`config.mk`:
```
export PLATFORM = sky130hd
export DESIGN_NAME = p0cfg
export DESIGN_NICKNAME = d
export VERILOG_FILES = /design/src/rtl/p0cfg.v
export VERILOG_INCLUDE_DIRS = /design/src /design/src/rtl
export SDC_FILE = /design/constraint.sdc
export NUM_CORES = 1
export LEC_CHECK = 0
export BUFFER_PORTS_ARGS = -buffer_cell sky130_fd_sc_hd__buf_2
export CAP_MARGIN = 25
export CORE_ASPECT_RATIO = 2
export CORE_MARGIN = 2
export CORE_UTILIZATION = 35
export CTS_BUF_LIST = sky130_fd_sc_hd__clkbuf_4 sky130_fd_sc_hd__clkbuf_8 sky130_fd_sc_hd__clkbuf_16
export DETAILED_ROUTE_END_ITERATION = 16
export GPL_TIMING_DRIVEN = 0
export PLACE_DENSITY = 0.63
export SYNTH_ARGS = -nofsm -noshare
export SYNTH_HDL_FRONTEND = slang
export SYNTH_SLANG_ARGS = --single-unit
```
`constraint.sdc`:
```
create_clock -name clk -period 1.05 [get_ports clk]
set_input_delay 0.21 -clock clk [delete_from_list [all_inputs] [get_ports clk]]
set_output_delay 0.21 -clock clk [all_outputs]
set_load 0.02 [all_outputs]
```
`src/rtl/p0cfg_map.vh`:
```
// Constants for the port 0 pin configuration block.
// Assumes an 8-bit register bus and a 20 MHz system clock.
// How it works
// RULE1: Crystal on: clock-out pin settings ignored, its general purpose function off.
// RULE2: Bit 7 gates clock output; clock select field picks the clock driven.
// RULE3: Three dedicated interrupt pins feed the interrupt controller, one line each.
// RULE4: Dedicated pin fires on rising edge, or falling edge when bit 5 set.
// RULE5: Dedicated pins have no local enable; upper two bits reserved.
// RULE6: Output-enabled dedicated pin raises its interrupt from written data edges.
// RULE7: Toggling polarity may raise a spurious interrupt; not suppressed.
// RULE8: Software disables, configures, clears pending, then re-enables a source.
// RULE9: Dedicated pins obey polarity, threshold, open drain, pull-up, output enable.
// RULE10: Software clears output enable to use timer pins as capture inputs.
// RULE11: Timer bit and output enable set: timer signal drives the pin.
// RULE12: Output with timer bit clear: data bit drives pin and capture input.
// RULE13: First timer pin emits the 1024 us interval pulse, ungated.
// RULE14: Second timer pin emits the programmable interval pulse, ungated.
// RULE15: Timer pins obey enable, polarity, threshold, open drain and pull-up bits.
// RULE16: Bit 1 of the open-drain pin register switches both port 1 pull-ups.
// RULE17: Port 1 bit 0 only pulls low, never drives high.
// RULE18: Software should leave port 1 bit 0 an input when unused.
// RULE19: Open drain: data 1 floats, data 0 drives low; else push-pull.
// RULE20: Interrupt enable allows pin edge interrupts as input or output.
// RULE21: Output enable turns the pin driver on or off.
// RULE22: Writes take effect next edge; edges detected on synchronised pin levels.
`ifndef P0CFG_MAP_VH
`define P0CFG_MAP_VH

// Register offsets
`define P0C_CLOCK_OUT_PIN_CONFIG   8'h06
`define P0C_EXT_IRQ0_PIN_CONFIG    8'h07
`define P0C_EXT_IRQ1_PIN_CONFIG    8'h08
`define P0C_EXT_IRQ2_PIN_CONFIG    8'h09
`define P0C_TIMER_IO0_PIN_CONFIG   8'h0a
`define P0C_TIMER_IO1_PIN_CONFIG   8'h0b
`define P0C_PORT0_BIT7_PIN_CONFIG  8'h0c
`define P0C_OPEN_DRAIN_PIN_CONFIG  8'h0d

// Field positions
`define P0C_OUT_EN     0
`define P0C_PULL_UP    1
`define P0C_OPEN_DRAIN 2
`define P0C_HIGH_SINK  3
`define P0C_TTL        4
`define P0C_ACT_LOW    5
`define P0C_INT_EN     6
`define P0C_SPECIAL    7

// Reset value and writable masks
`define P0C_RESET      8'h00
`define P0C_MASK_CLK   8'hff
`define P0C_MASK_IRQ   8'h37
`define P0C_MASK_TIMER 8'hf7
`define P0C_MASK_GPIO  8'h77
`define P0C_MASK_OD    8'h63

`endif

```
`src/rtl/p0cfg.v`:
```
// Pin configuration logic for port 0 bits 1..7 and port 1 bit 0.
// Assumes timer pulses are synchronous to clk (pin inputs pass a two-stage synchroniser) and
// that the register bus strobes are single-cycle, never together.
// Pin slots: 0 = port0_bit1 ... 6 = port0_bit7, 7 = port1_bit0.
//
// The strobed register port was left to the implementer.
`timescale 1ns/1ns
`default_nettype none
`include "p0cfg_map.vh"

module p0cfg (
    input  wire       clk,
    input  wire       arst_n,
    input  wire [7:0] addr,
    input  wire [7:0] wdata,
    input  wire       wr_en,
    input  wire       rd_en,
    output reg  [7:0] rdata,
    input  wire       crystal_osc_on,
    input  wire [1:0] clk_sel,
    input  wire [3:0] clk_choice,
    input  wire [7:0] pin_data,
    input  wire [7:0] pin_in,
    output reg  [7:0] pin_out,
    output reg  [7:0] pin_oe,
    output reg  [7:0] pull_up,
    output reg        port1_bit1_pull_up,
    output reg  [6:0] ttl_thresh,
    output reg        high_sink,
    input  wire       tick_1024us,
    input  wire       tick_interval,
    output reg  [1:0] capture_in,
    output reg  [2:0] ext_irq,
    output reg  [7:0] pin_irq
);

    // Register file, one byte per pin slot
    reg  [7:0] cfg [0:7];
    reg  [7:0] sync_a;
    reg  [7:0] sync_b;
    reg  [7:0] prev_lvl;
    reg  [7:0] next_out;
    reg  [7:0] next_oe;
    reg  [7:0] level;
    reg  [7:0] pol_lvl;
    reg  [7:0] next_irq;
    reg        data_bit;
    // One loop index per process, so no variable has two drivers
    integer    k_rst;
    integer    k_drv;
    integer    k_lvl;
    integer    k_irq;
    integer    k_pad;

    wire [7:0] rel   = addr - `P0C_CLOCK_OUT_PIN_CONFIG;
    wire [2:0] idx   = rel[2:0];
    wire       hit   = (addr >= `P0C_CLOCK_OUT_PIN_CONFIG) &&
                       (addr <= `P0C_OPEN_DRAIN_PIN_CONFIG);
    wire       xosc  = crystal_osc_on;
    wire [7:0] edges = pol_lvl & ~prev_lvl;

    // Writable bits of each slot; reserved bits stay zero
    function [7:0] wmask;
        input [2:0] s;
        begin
            case (s)
                3'h0:    wmask = `P0C_MASK_CLK;
                3'h1:    wmask = `P0C_MASK_IRQ;
                3'h2:    wmask = `P0C_MASK_IRQ;
                3'h3:    wmask = `P0C_MASK_IRQ;
                3'h4:    wmask = `P0C_MASK_TIMER;
                3'h5:    wmask = `P0C_MASK_TIMER;
                3'h6:    wmask = `P0C_MASK_GPIO;
                default: wmask = `P0C_MASK_OD;
            endcase
        end
    endfunction

    // Open drain floats on a one, push-pull drives both levels
    function drives;
        input oe;
        input od;
        input d;
        begin
            drives = oe & ~(od & d);
        end
    endfunction

    // Register writes
    // RULE22: next edge update
    always @(posedge clk or negedge arst_n) begin
        if (!arst_n) begin
            for (k_rst = 0; k_rst < 8; k_rst = k_rst + 1) begin
                cfg[k_rst] <= `P0C_RESET;
            end
        end else if (wr_en && hit) begin
            // RULE5: reserved bits masked
            cfg[idx] <= wdata & wmask(idx);
        end
    end

    // Read data stands only in the cycle after the strobe
    always @(posedge clk or negedge arst_n) begin
        if (!arst_n) begin
            rdata <= 8'h00;
        end else if (rd_en && hit) begin
            rdata <= cfg[idx];
        end else begin
            rdata <= 8'h00;
        end
    end

    // Two-stage pin synchroniser; only sync_b is used
    always @(posedge clk or negedge arst_n) begin
        if (!arst_n) begin
            sync_a <= 8'h00;
            sync_b <= 8'h00;
        end else begin
            sync_a <= pin_in;
            sync_b <= sync_a;
        end
    end

    // Pin drive selection for every slot
    always @* begin
        next_out = 8'h00;
        next_oe  = 8'h00;
        data_bit = 1'b0;
        for (k_drv = 0; k_drv < 8; k_drv = k_drv + 1) begin
            data_bit = pin_data[k_drv];
            // RULE11: timer signal replaces data
            if (k_drv == 4 && cfg[4][`P0C_SPECIAL]) begin
                // RULE13: 1024 us pulse, ungated
                data_bit = tick_1024us;
            end
            if (k_drv == 5 && cfg[5][`P0C_SPECIAL]) begin
                // RULE14: interval pulse, ungated
                data_bit = tick_interval;
            end
            // RULE19: open drain or push-pull
            next_out[k_drv] = data_bit & ~cfg[k_drv][`P0C_OPEN_DRAIN];
            // RULE21: output enable gates driver
            next_oe[k_drv]  = drives(cfg[k_drv][`P0C_OUT_EN],
                                     cfg[k_drv][`P0C_OPEN_DRAIN], data_bit);
        end
        // RULE17: low-only driver
        next_out[7] = 1'b0;
        next_oe[7]  = cfg[7][`P0C_OUT_EN] & ~pin_data[7];
        if (xosc) begin
            // RULE1: crystal overrides the pin
            next_out[0] = 1'b0;
            next_oe[0]  = 1'b0;
        end else if (cfg[0][`P0C_SPECIAL]) begin
            // RULE2: selected clock driven out
            next_out[0] = clk_choice[clk_sel];
            next_oe[0]  = 1'b1;
        end
    end

    // Registered pin drive
    always @(posedge clk or negedge arst_n) begin
        if (!arst_n) begin
            pin_out <= 8'h00;
            pin_oe  <= 8'h00;
        end else begin
            pin_out <= next_out;
            pin_oe  <= next_oe;
        end
    end

    // Level seen by interrupt logic: own drive when driving
    // RULE6: written data reaches edge logic
    always @* begin
        level   = 8'h00;
        pol_lvl = 8'h00;
        for (k_lvl = 0; k_lvl < 8; k_lvl = k_lvl + 1) begin
            level[k_lvl] = pin_oe[k_lvl] ? pin_out[k_lvl] : sync_b[k_lvl];
            // RULE4: polarity folds into level
            // RULE7: toggle may itself make an edge
            pol_lvl[k_lvl] = level[k_lvl] ^ cfg[k_lvl][`P0C_ACT_LOW];
        end
    end

    // Edge history
    // RULE22: edges on synchronised level
    always @(posedge clk or negedge arst_n) begin
        if (!arst_n) begin
            prev_lvl <= 8'h00;
        end else begin
            prev_lvl <= pol_lvl;
        end
    end

    // Shared pin interrupts, gated per pin
    always @* begin
        next_irq = 8'h00;
        for (k_irq = 0; k_irq < 8; k_irq = k_irq + 1) begin
            // RULE20: enable gates edges
            // RULE15: timer pins honour enable
            next_irq[k_irq] = edges[k_irq] & cfg[k_irq][`P0C_INT_EN];
        end
        // Dedicated pins use their own lines only
        next_irq[3:1] = 3'h0;
        if (xosc) begin
            next_irq[0] = 1'b0;
        end
    end

    // Interrupt pulses, one cycle each
    always @(posedge clk or negedge arst_n) begin
        if (!arst_n) begin
            ext_irq <= 3'h0;
            pin_irq <= 8'h00;
        end else begin
            // RULE3: straight to controller
            // RULE9: dedicated pins use config
            ext_irq <= edges[3:1];
            pin_irq <= next_irq;
        end
    end

    // Capture timer inputs follow the pin or the written data
    always @(posedge clk or negedge arst_n) begin
        if (!arst_n) begin
            capture_in <= 2'h0;
        end else begin
            // RULE12: data feeds capture input
            capture_in <= level[5:4];
        end
    end

    // Pad controls: pull-ups, thresholds, sink strength
    always @(posedge clk or negedge arst_n) begin
        if (!arst_n) begin
            pull_up            <= 8'h00;
            port1_bit1_pull_up <= 1'b0;
            ttl_thresh         <= 7'h00;
            high_sink          <= 1'b0;
        end else begin
            for (k_pad = 0; k_pad < 7; k_pad = k_pad + 1) begin
                pull_up[k_pad]    <= cfg[k_pad][`P0C_PULL_UP];
                ttl_thresh[k_pad] <= cfg[k_pad][`P0C_TTL];
            end
            // RULE16: one bit, two pull-ups
            pull_up[7]         <= cfg[7][`P0C_PULL_UP];
            port1_bit1_pull_up <= cfg[7][`P0C_PULL_UP];
            high_sink          <= cfg[0][`P0C_HIGH_SINK] & ~xosc;
            if (xosc) begin
                pull_up[0]    <= 1'b0;
                ttl_thresh[0] <= 1'b0;
            end
        end
    end

endmodule
`default_nettype wire

```
### Word-level counts from Yosys, hierarchy flattened

Cells that the tools add are included.

| storage, ports and cells | value |
|---|---|
| input port bits | 45 |
| flip-flop bits (word level) | 138 |
| logic and storage cells | 124 |

| operators by class | value |
|---|---|
| bitwise gates (word level) | 56 |
| reductions and logical operators | 7 |
| $lt $le $gt $ge | 5 |
| mux-type cells | 28 |
| add/sub/neg operators | 1 |
| eq/ne operators | 6 |

Operator list:

| kind | count |
|---|---|
| 64-bit bitwise mux | 1 |
| 8-bit two-way mux | 5 |
| 8-bit case mux with 4 select lines | 1 |
| 1-bit bitwise AND | 28 |
| 8-bit binary-select mux with 3-bit select | 1 |
| 8-bit demux with 3-bit select | 1 |
| 1-bit two-way mux | 18 |
| 8-bit bitwise AND | 2 |
| 1-bit inverter | 16 |
| 3-bit equality test (second input constant) | 3 |
| 8-bit by 3-bit >= comparator with 1-bit output (second input constant) | 1 |
| 8-bit by 4-bit <= comparator with 1-bit output (second input constant) | 1 |
| 8-bit inverter | 1 |
| 1-bit bitwise XOR | 8 |
| 3-bit by 2-bit equality test with 1-bit output (second input constant) | 2 |
| 4-bit >= comparator (second input constant) | 1 |
| 1-bit logical AND | 4 |
| 4-bit by 1-bit < comparator with 1-bit output (second input constant) | 1 |
| 3-bit inverter with 4-bit output | 1 |
| 3-bit by 1-bit equality test with 1-bit output (second input constant) | 1 |
| 3-bit logical NOT | 1 |
| 2-bit by 3-bit < comparator with 1-bit output (second input constant) | 1 |
| 3-bit OR reduction | 1 |
| 3-bit subtractor (second input constant) | 1 |
| 2 further kinds | 2 |

### Depth between registers and ports, before layout

| logic depth | value |
|---|---|
| depth in word-level cells | 7 |
| depth in mapped cells | 8 |

### Least setup slack after synthesis

Ideal clock, no wire load.

| timing path | value |
|---|---|
| kind | in2reg |
| start point | in addr[1] |
| end point | reg cfg[47] (netlist bit) |
| stages | 8 |
| data required time | 0.984 ns |
| path buffers | 3 |
| arrival time | 1.871 ns |
| setup time | 0.066 ns |
| path slack | -0.887 ns |
| path through | buf_2 -> buf_2 -> inv_1 -> ha_1 -> buf_2 -> clkinv_1 -> a21oi_1 -> mux2_2 |

| on the way | value |
|---|---|
| word-level cells in the longest chain between the ends | 7 |
| elaborated cells on any way between the ends | 24 |
| classes of those cells | add/sub (1); order compare (4); eq/ne (6); mux (5); bitwise (2); reduce/logical (6) |

RTL lines:

| element | line | source |
|---|---|---|
| start: declaration | p0cfg.v:14 | `input wire [7:0] addr,` |
| 3-bit subtractor (no line) | - |  |
| 3-bit inverter with 4-bit output (not written as such) (tied with other cells) | p0cfg.v:98 | `cfg[idx] <= wdata & wmask(idx);` |
| 4-bit >= comparator (not written as such) (tied with other cells) | p0cfg.v:98 |  |
| 1-bit logical AND (not written as such) or 8-bit case mux with 4 select lines (tied branches) | p0cfg.v:98, p0cfg.v:66 |  |
| 8-bit two-way mux (on tied branches) | p0cfg.v:98, p0cfg.v:96 |  |
| 8-bit demux with 3-bit select or 8-bit bitwise AND (tied branches) | p0cfg.v:98 |  |
| 64-bit bitwise mux | p0cfg.v:98 |  |
| end signal: indexed assignment | p0cfg.v:94 | `` cfg[k_rst] <= `P0C_RESET; `` |
| end signal: indexed assignment | p0cfg.v:98 |  |
| end: declaration | p0cfg.v:38 | `reg [7:0] cfg [0:7];` |

Several ways; a longest one is shown, not always the timed one. The select of a mux whose other input is x is not followed.
A chain may end at the register's enable or synchronous reset.

==> metrics.cfg <==
[power_and_ir_drop]
p_switching_mw = 3.29
p_comb_share_pct = 11.8
swShare_pct = 25.0
total_power_mw = 13.2
seqPwrFrac_pct = 42.5
power.internal_mw = 9.90
clock_power_share_pct = 45.6
p_per_area_nw_per_um2 = 1530
ir_drop_mv = 1.31
power_leakage_nw = 4.24

[status]
violations = hold timing, setup timing
status = finished with violations

[cts]
cts_root_buf = clkbuf_16
cts_hold_buf = 13
cts_buffer_depth = 2
cts_buffers = 17
cts.sinks = 137
h-tree-depth = 4
clk_pin_slew_worst_paths_ns = 0.06
clock_latency_ns = 0.43
cts_tree = done

[route]
drtPass1Iterations = 4
num_vias = 3648
vias_per_cell = 4.74
antenna_left = 0
drc_errors = 0
wl_um = 14800
drt-initial-drc-count = 191
wl_per_cell_um = 19.3

[layout]
num-fill-cells = 1204
syn_to_final_growth_pct = 60.0
drive_gt1_share_pct = 62.7
n_antenna_cell = 0
final_cells = 769
fin_nets = 607

[worst_setup_path]
reg2reg_slack_ns = -0.15
path_class = reg2out
start_kind = flop
cpMaxStageDelayCell = dfrtp_1
crit_top_cell = buf_6
arrival_ns = 1.08
worst_ep_required_time_ns = 0.84
cp_max_fo = 2
cp-end-kind = primary output
crit_chain = buf_6 -> buf_6
critical_path.max_stage_delay_ns = 0.41

[floorplanning]
die_w_um = 91.7
placementRows = 64
die_area_um2 = 16500
die_y_um = 179
io_pins = 99
core_area_um2 = 15200
start_util_pct = 35.4

[sta]
rsz0062_at_grt = true
finalHoldViolCount = 48
setup_violations = 125
fin_crit_sh_pct = 122
holdWs_ns = -0.279
skew_ns = 0.00644
slew_viol_final = 0
fin_crit_ns = 1.29
fmax_ghz = 0.778
layout_setup_ws_ns = -0.236

[grt]
antenna_found_initial = 0
grt_pass1_wl_um = 21800
grt_max_degree = 90
overflow = 0
grt_pass1_vias = 4024
track_usage_pct = 17.5

[placed_design]
io_buffers = 93
post-place-cells = 640
dp_hpwl_um = 8760
routabilityCongestion = 0.774

[synthesis]
synthCells = 345
syn-cell-area_um2 = 5390
ys_ff_latch = 137
seq_area_frac_synth_pct = 63.6
syn_area_per_cell_um2 = 15.6
ys_types = 32
ys_warn_count = 0

[run]
drv_cap = 0

[hold_path]
holdCritPathClass = in2async

[registers in the layout (all words and copies together) (netlist names)]
signal              cells
capture_in              2
cfg                    64
ext_irq                 3
high_sink               1
pin_irq                 5
pin_oe                  8
pin_out                 7
port1_bit1_pull_up      1
prev_lvl                8
pull_up                 7
rdata                   8
sync_a                  8
sync_b                  8
ttl_thresh              7
[worst max-delay path: cells and delay by family (launching register included)]
| family | cells | cell delay (ns) |
|---|---|---|
| buffers and inverters | 2 | 0.25 |
| flip-flops | 1 | 0.41 |
[cell type report]
class	instances	area [um^2]	share of cell area, %
Buffer	13	153	1.77
Clock buffer	18	433	5.02
Clock inverter	14	165	1.91
Inverter	5	46.3	0.537
Multi-Input combinational cell	192	2390	27.7
Sequential cell	137	3430	39.8
Tap cell	198	248	2.87
Timing Repair Buffer	192	1760	20.4
[power by group through the flow]
stage | Clock (mW) | Combinational, mW | Sequential, mW
floorplan | 0 | 0.455 | 5.76
global placement | 0 | 0.910 | 5.70
detailed placement | 0 | 0.949 | 5.71
CTS | 6.11 | 1.38 | 5.61
global route | 6.37 | 1.67 | 5.63
finish | 6.02 | 1.56 | 5.61
[worst paths after layout]
kind,startpoint,cells after the start,to
worst max-delay path,port1_bit1_pull_up,2,pull_up[7]
worst min register to register,sync_a[7],0,sync_b[7]
min in group clk,crystal_osc_on,2,ttl_thresh[0]
worst max register to register,pin_oe[4],3,pin_irq[4]
max in group asynchronous,arst_n,2,cfg[50]
worst min-delay path,arst_n,1,sync_b[7]
[logic make-up (layout without fill, tap and decap cells)]
group,after synthesis,in the layout,synth area share [%]
mux,86,86,21.4
fa+ha+maj,4,4,0.929
other cells,1,4,0.0696
buf+inv,20,242,1.97
flops,137,137,63.6
simple gates,68,69,7.27
compound gates,21,21,3.48
xor+xnor,8,8,1.30
[cells in the final DEF (no fill, tap or decap), types with 4 or more instances in the layout]
cell type      count
nor3_1             4
conb_1             4
nor2_2             7
mux2_4            51
nor2b_1           13
mux2_2            11
and3_4             4
and3b_1            6
buf_2             38
buf_6             79
inv_6              5
buf_4             63
buf_12             8
clkbuf_16         17
dlygate4sd3_1     13
nor2_1             9
mux4_2            17
ha_4               4
o211ai_4           5
and2_1             4
a21boi_0           4
dfrtp_1          134
[per-layer routing]
metal / wire length, um / vias to the layer above / global-route usage, % / part of all wire (%)
li1: - / 1643 / - / -
met1: 5270 / 1876 / 17.9 / 36
met2: 8580 / 102 / 32.3 / 58
met3: 458 / 27 / 3.52 / 3.1
met4: 503 / 0 / 9.85 / 3.4
met5: 0 / - / 0 / 0
[synthesized netlist by cell type]
cell,number,area share (%)
a21boi_0,5,0.70
a21oi_1,4,0.37
and2_1,4,0.46
and3_1,5,0.58
and3b_1,8,1.3
buf_1,2,0.14
buf_2,7,0.65
buf_4,6,0.84
clkinv_1,1,0.070
conb_1,1,0.070
dfrtp_1,137,64
ha_1,4,0.93
inv_1,4,0.28
mux2_2,62,13
mux2i_1,7,1.3
mux4_2,17,7.1
nand2_1,5,0.35
nand2b_1,1,0.12
nor2_1,19,1.3
nor2b_1,16,1.9
nor3_1,8,0.74
nor3b_1,1,0.14
nor4_4,1,0.39
o2111a_1,1,0.21
o2111ai_2,1,0.28
o211a_1,1,0.19
o211ai_1,1,0.14
o211ai_2,5,1.2
o21a_1,2,0.28
o31a_1,1,0.16
xnor2_1,6,0.98
xor2_1,2,0.33
[stage by stage]
| stage | util, % | setup TNS, ns | area [um^2] | setup WS, ns |
|---|---|---|---|---|
| 3_3_place_gp | 41.0 | -333.18 | 6240 | -2.22 |
| 4_1_cts | 53.5 | -20.07 | 8140 | -0.326 |
| 5_1_grt | 56.7 | -19.58 | 8620 | -0.258 |
| 3_5_place_dp | 41.2 | -64.49 | 6270 | -1.07 |
| 2_1_floorplan | - | -31.05 | 5530 | -0.528 |
| 6_report | 56.7 | -16.67 | 8620 | -0.236 |
[repair_timing]
item,in CTS,in global routing
setup buffers,62,22
pin swaps,15,19
gates cloned,1,2
gates resized for setup,179,75
hold endpoints to repair,61,48
endpoints found under the setup margin,126,130
Power figures use the tool's default switching activity.
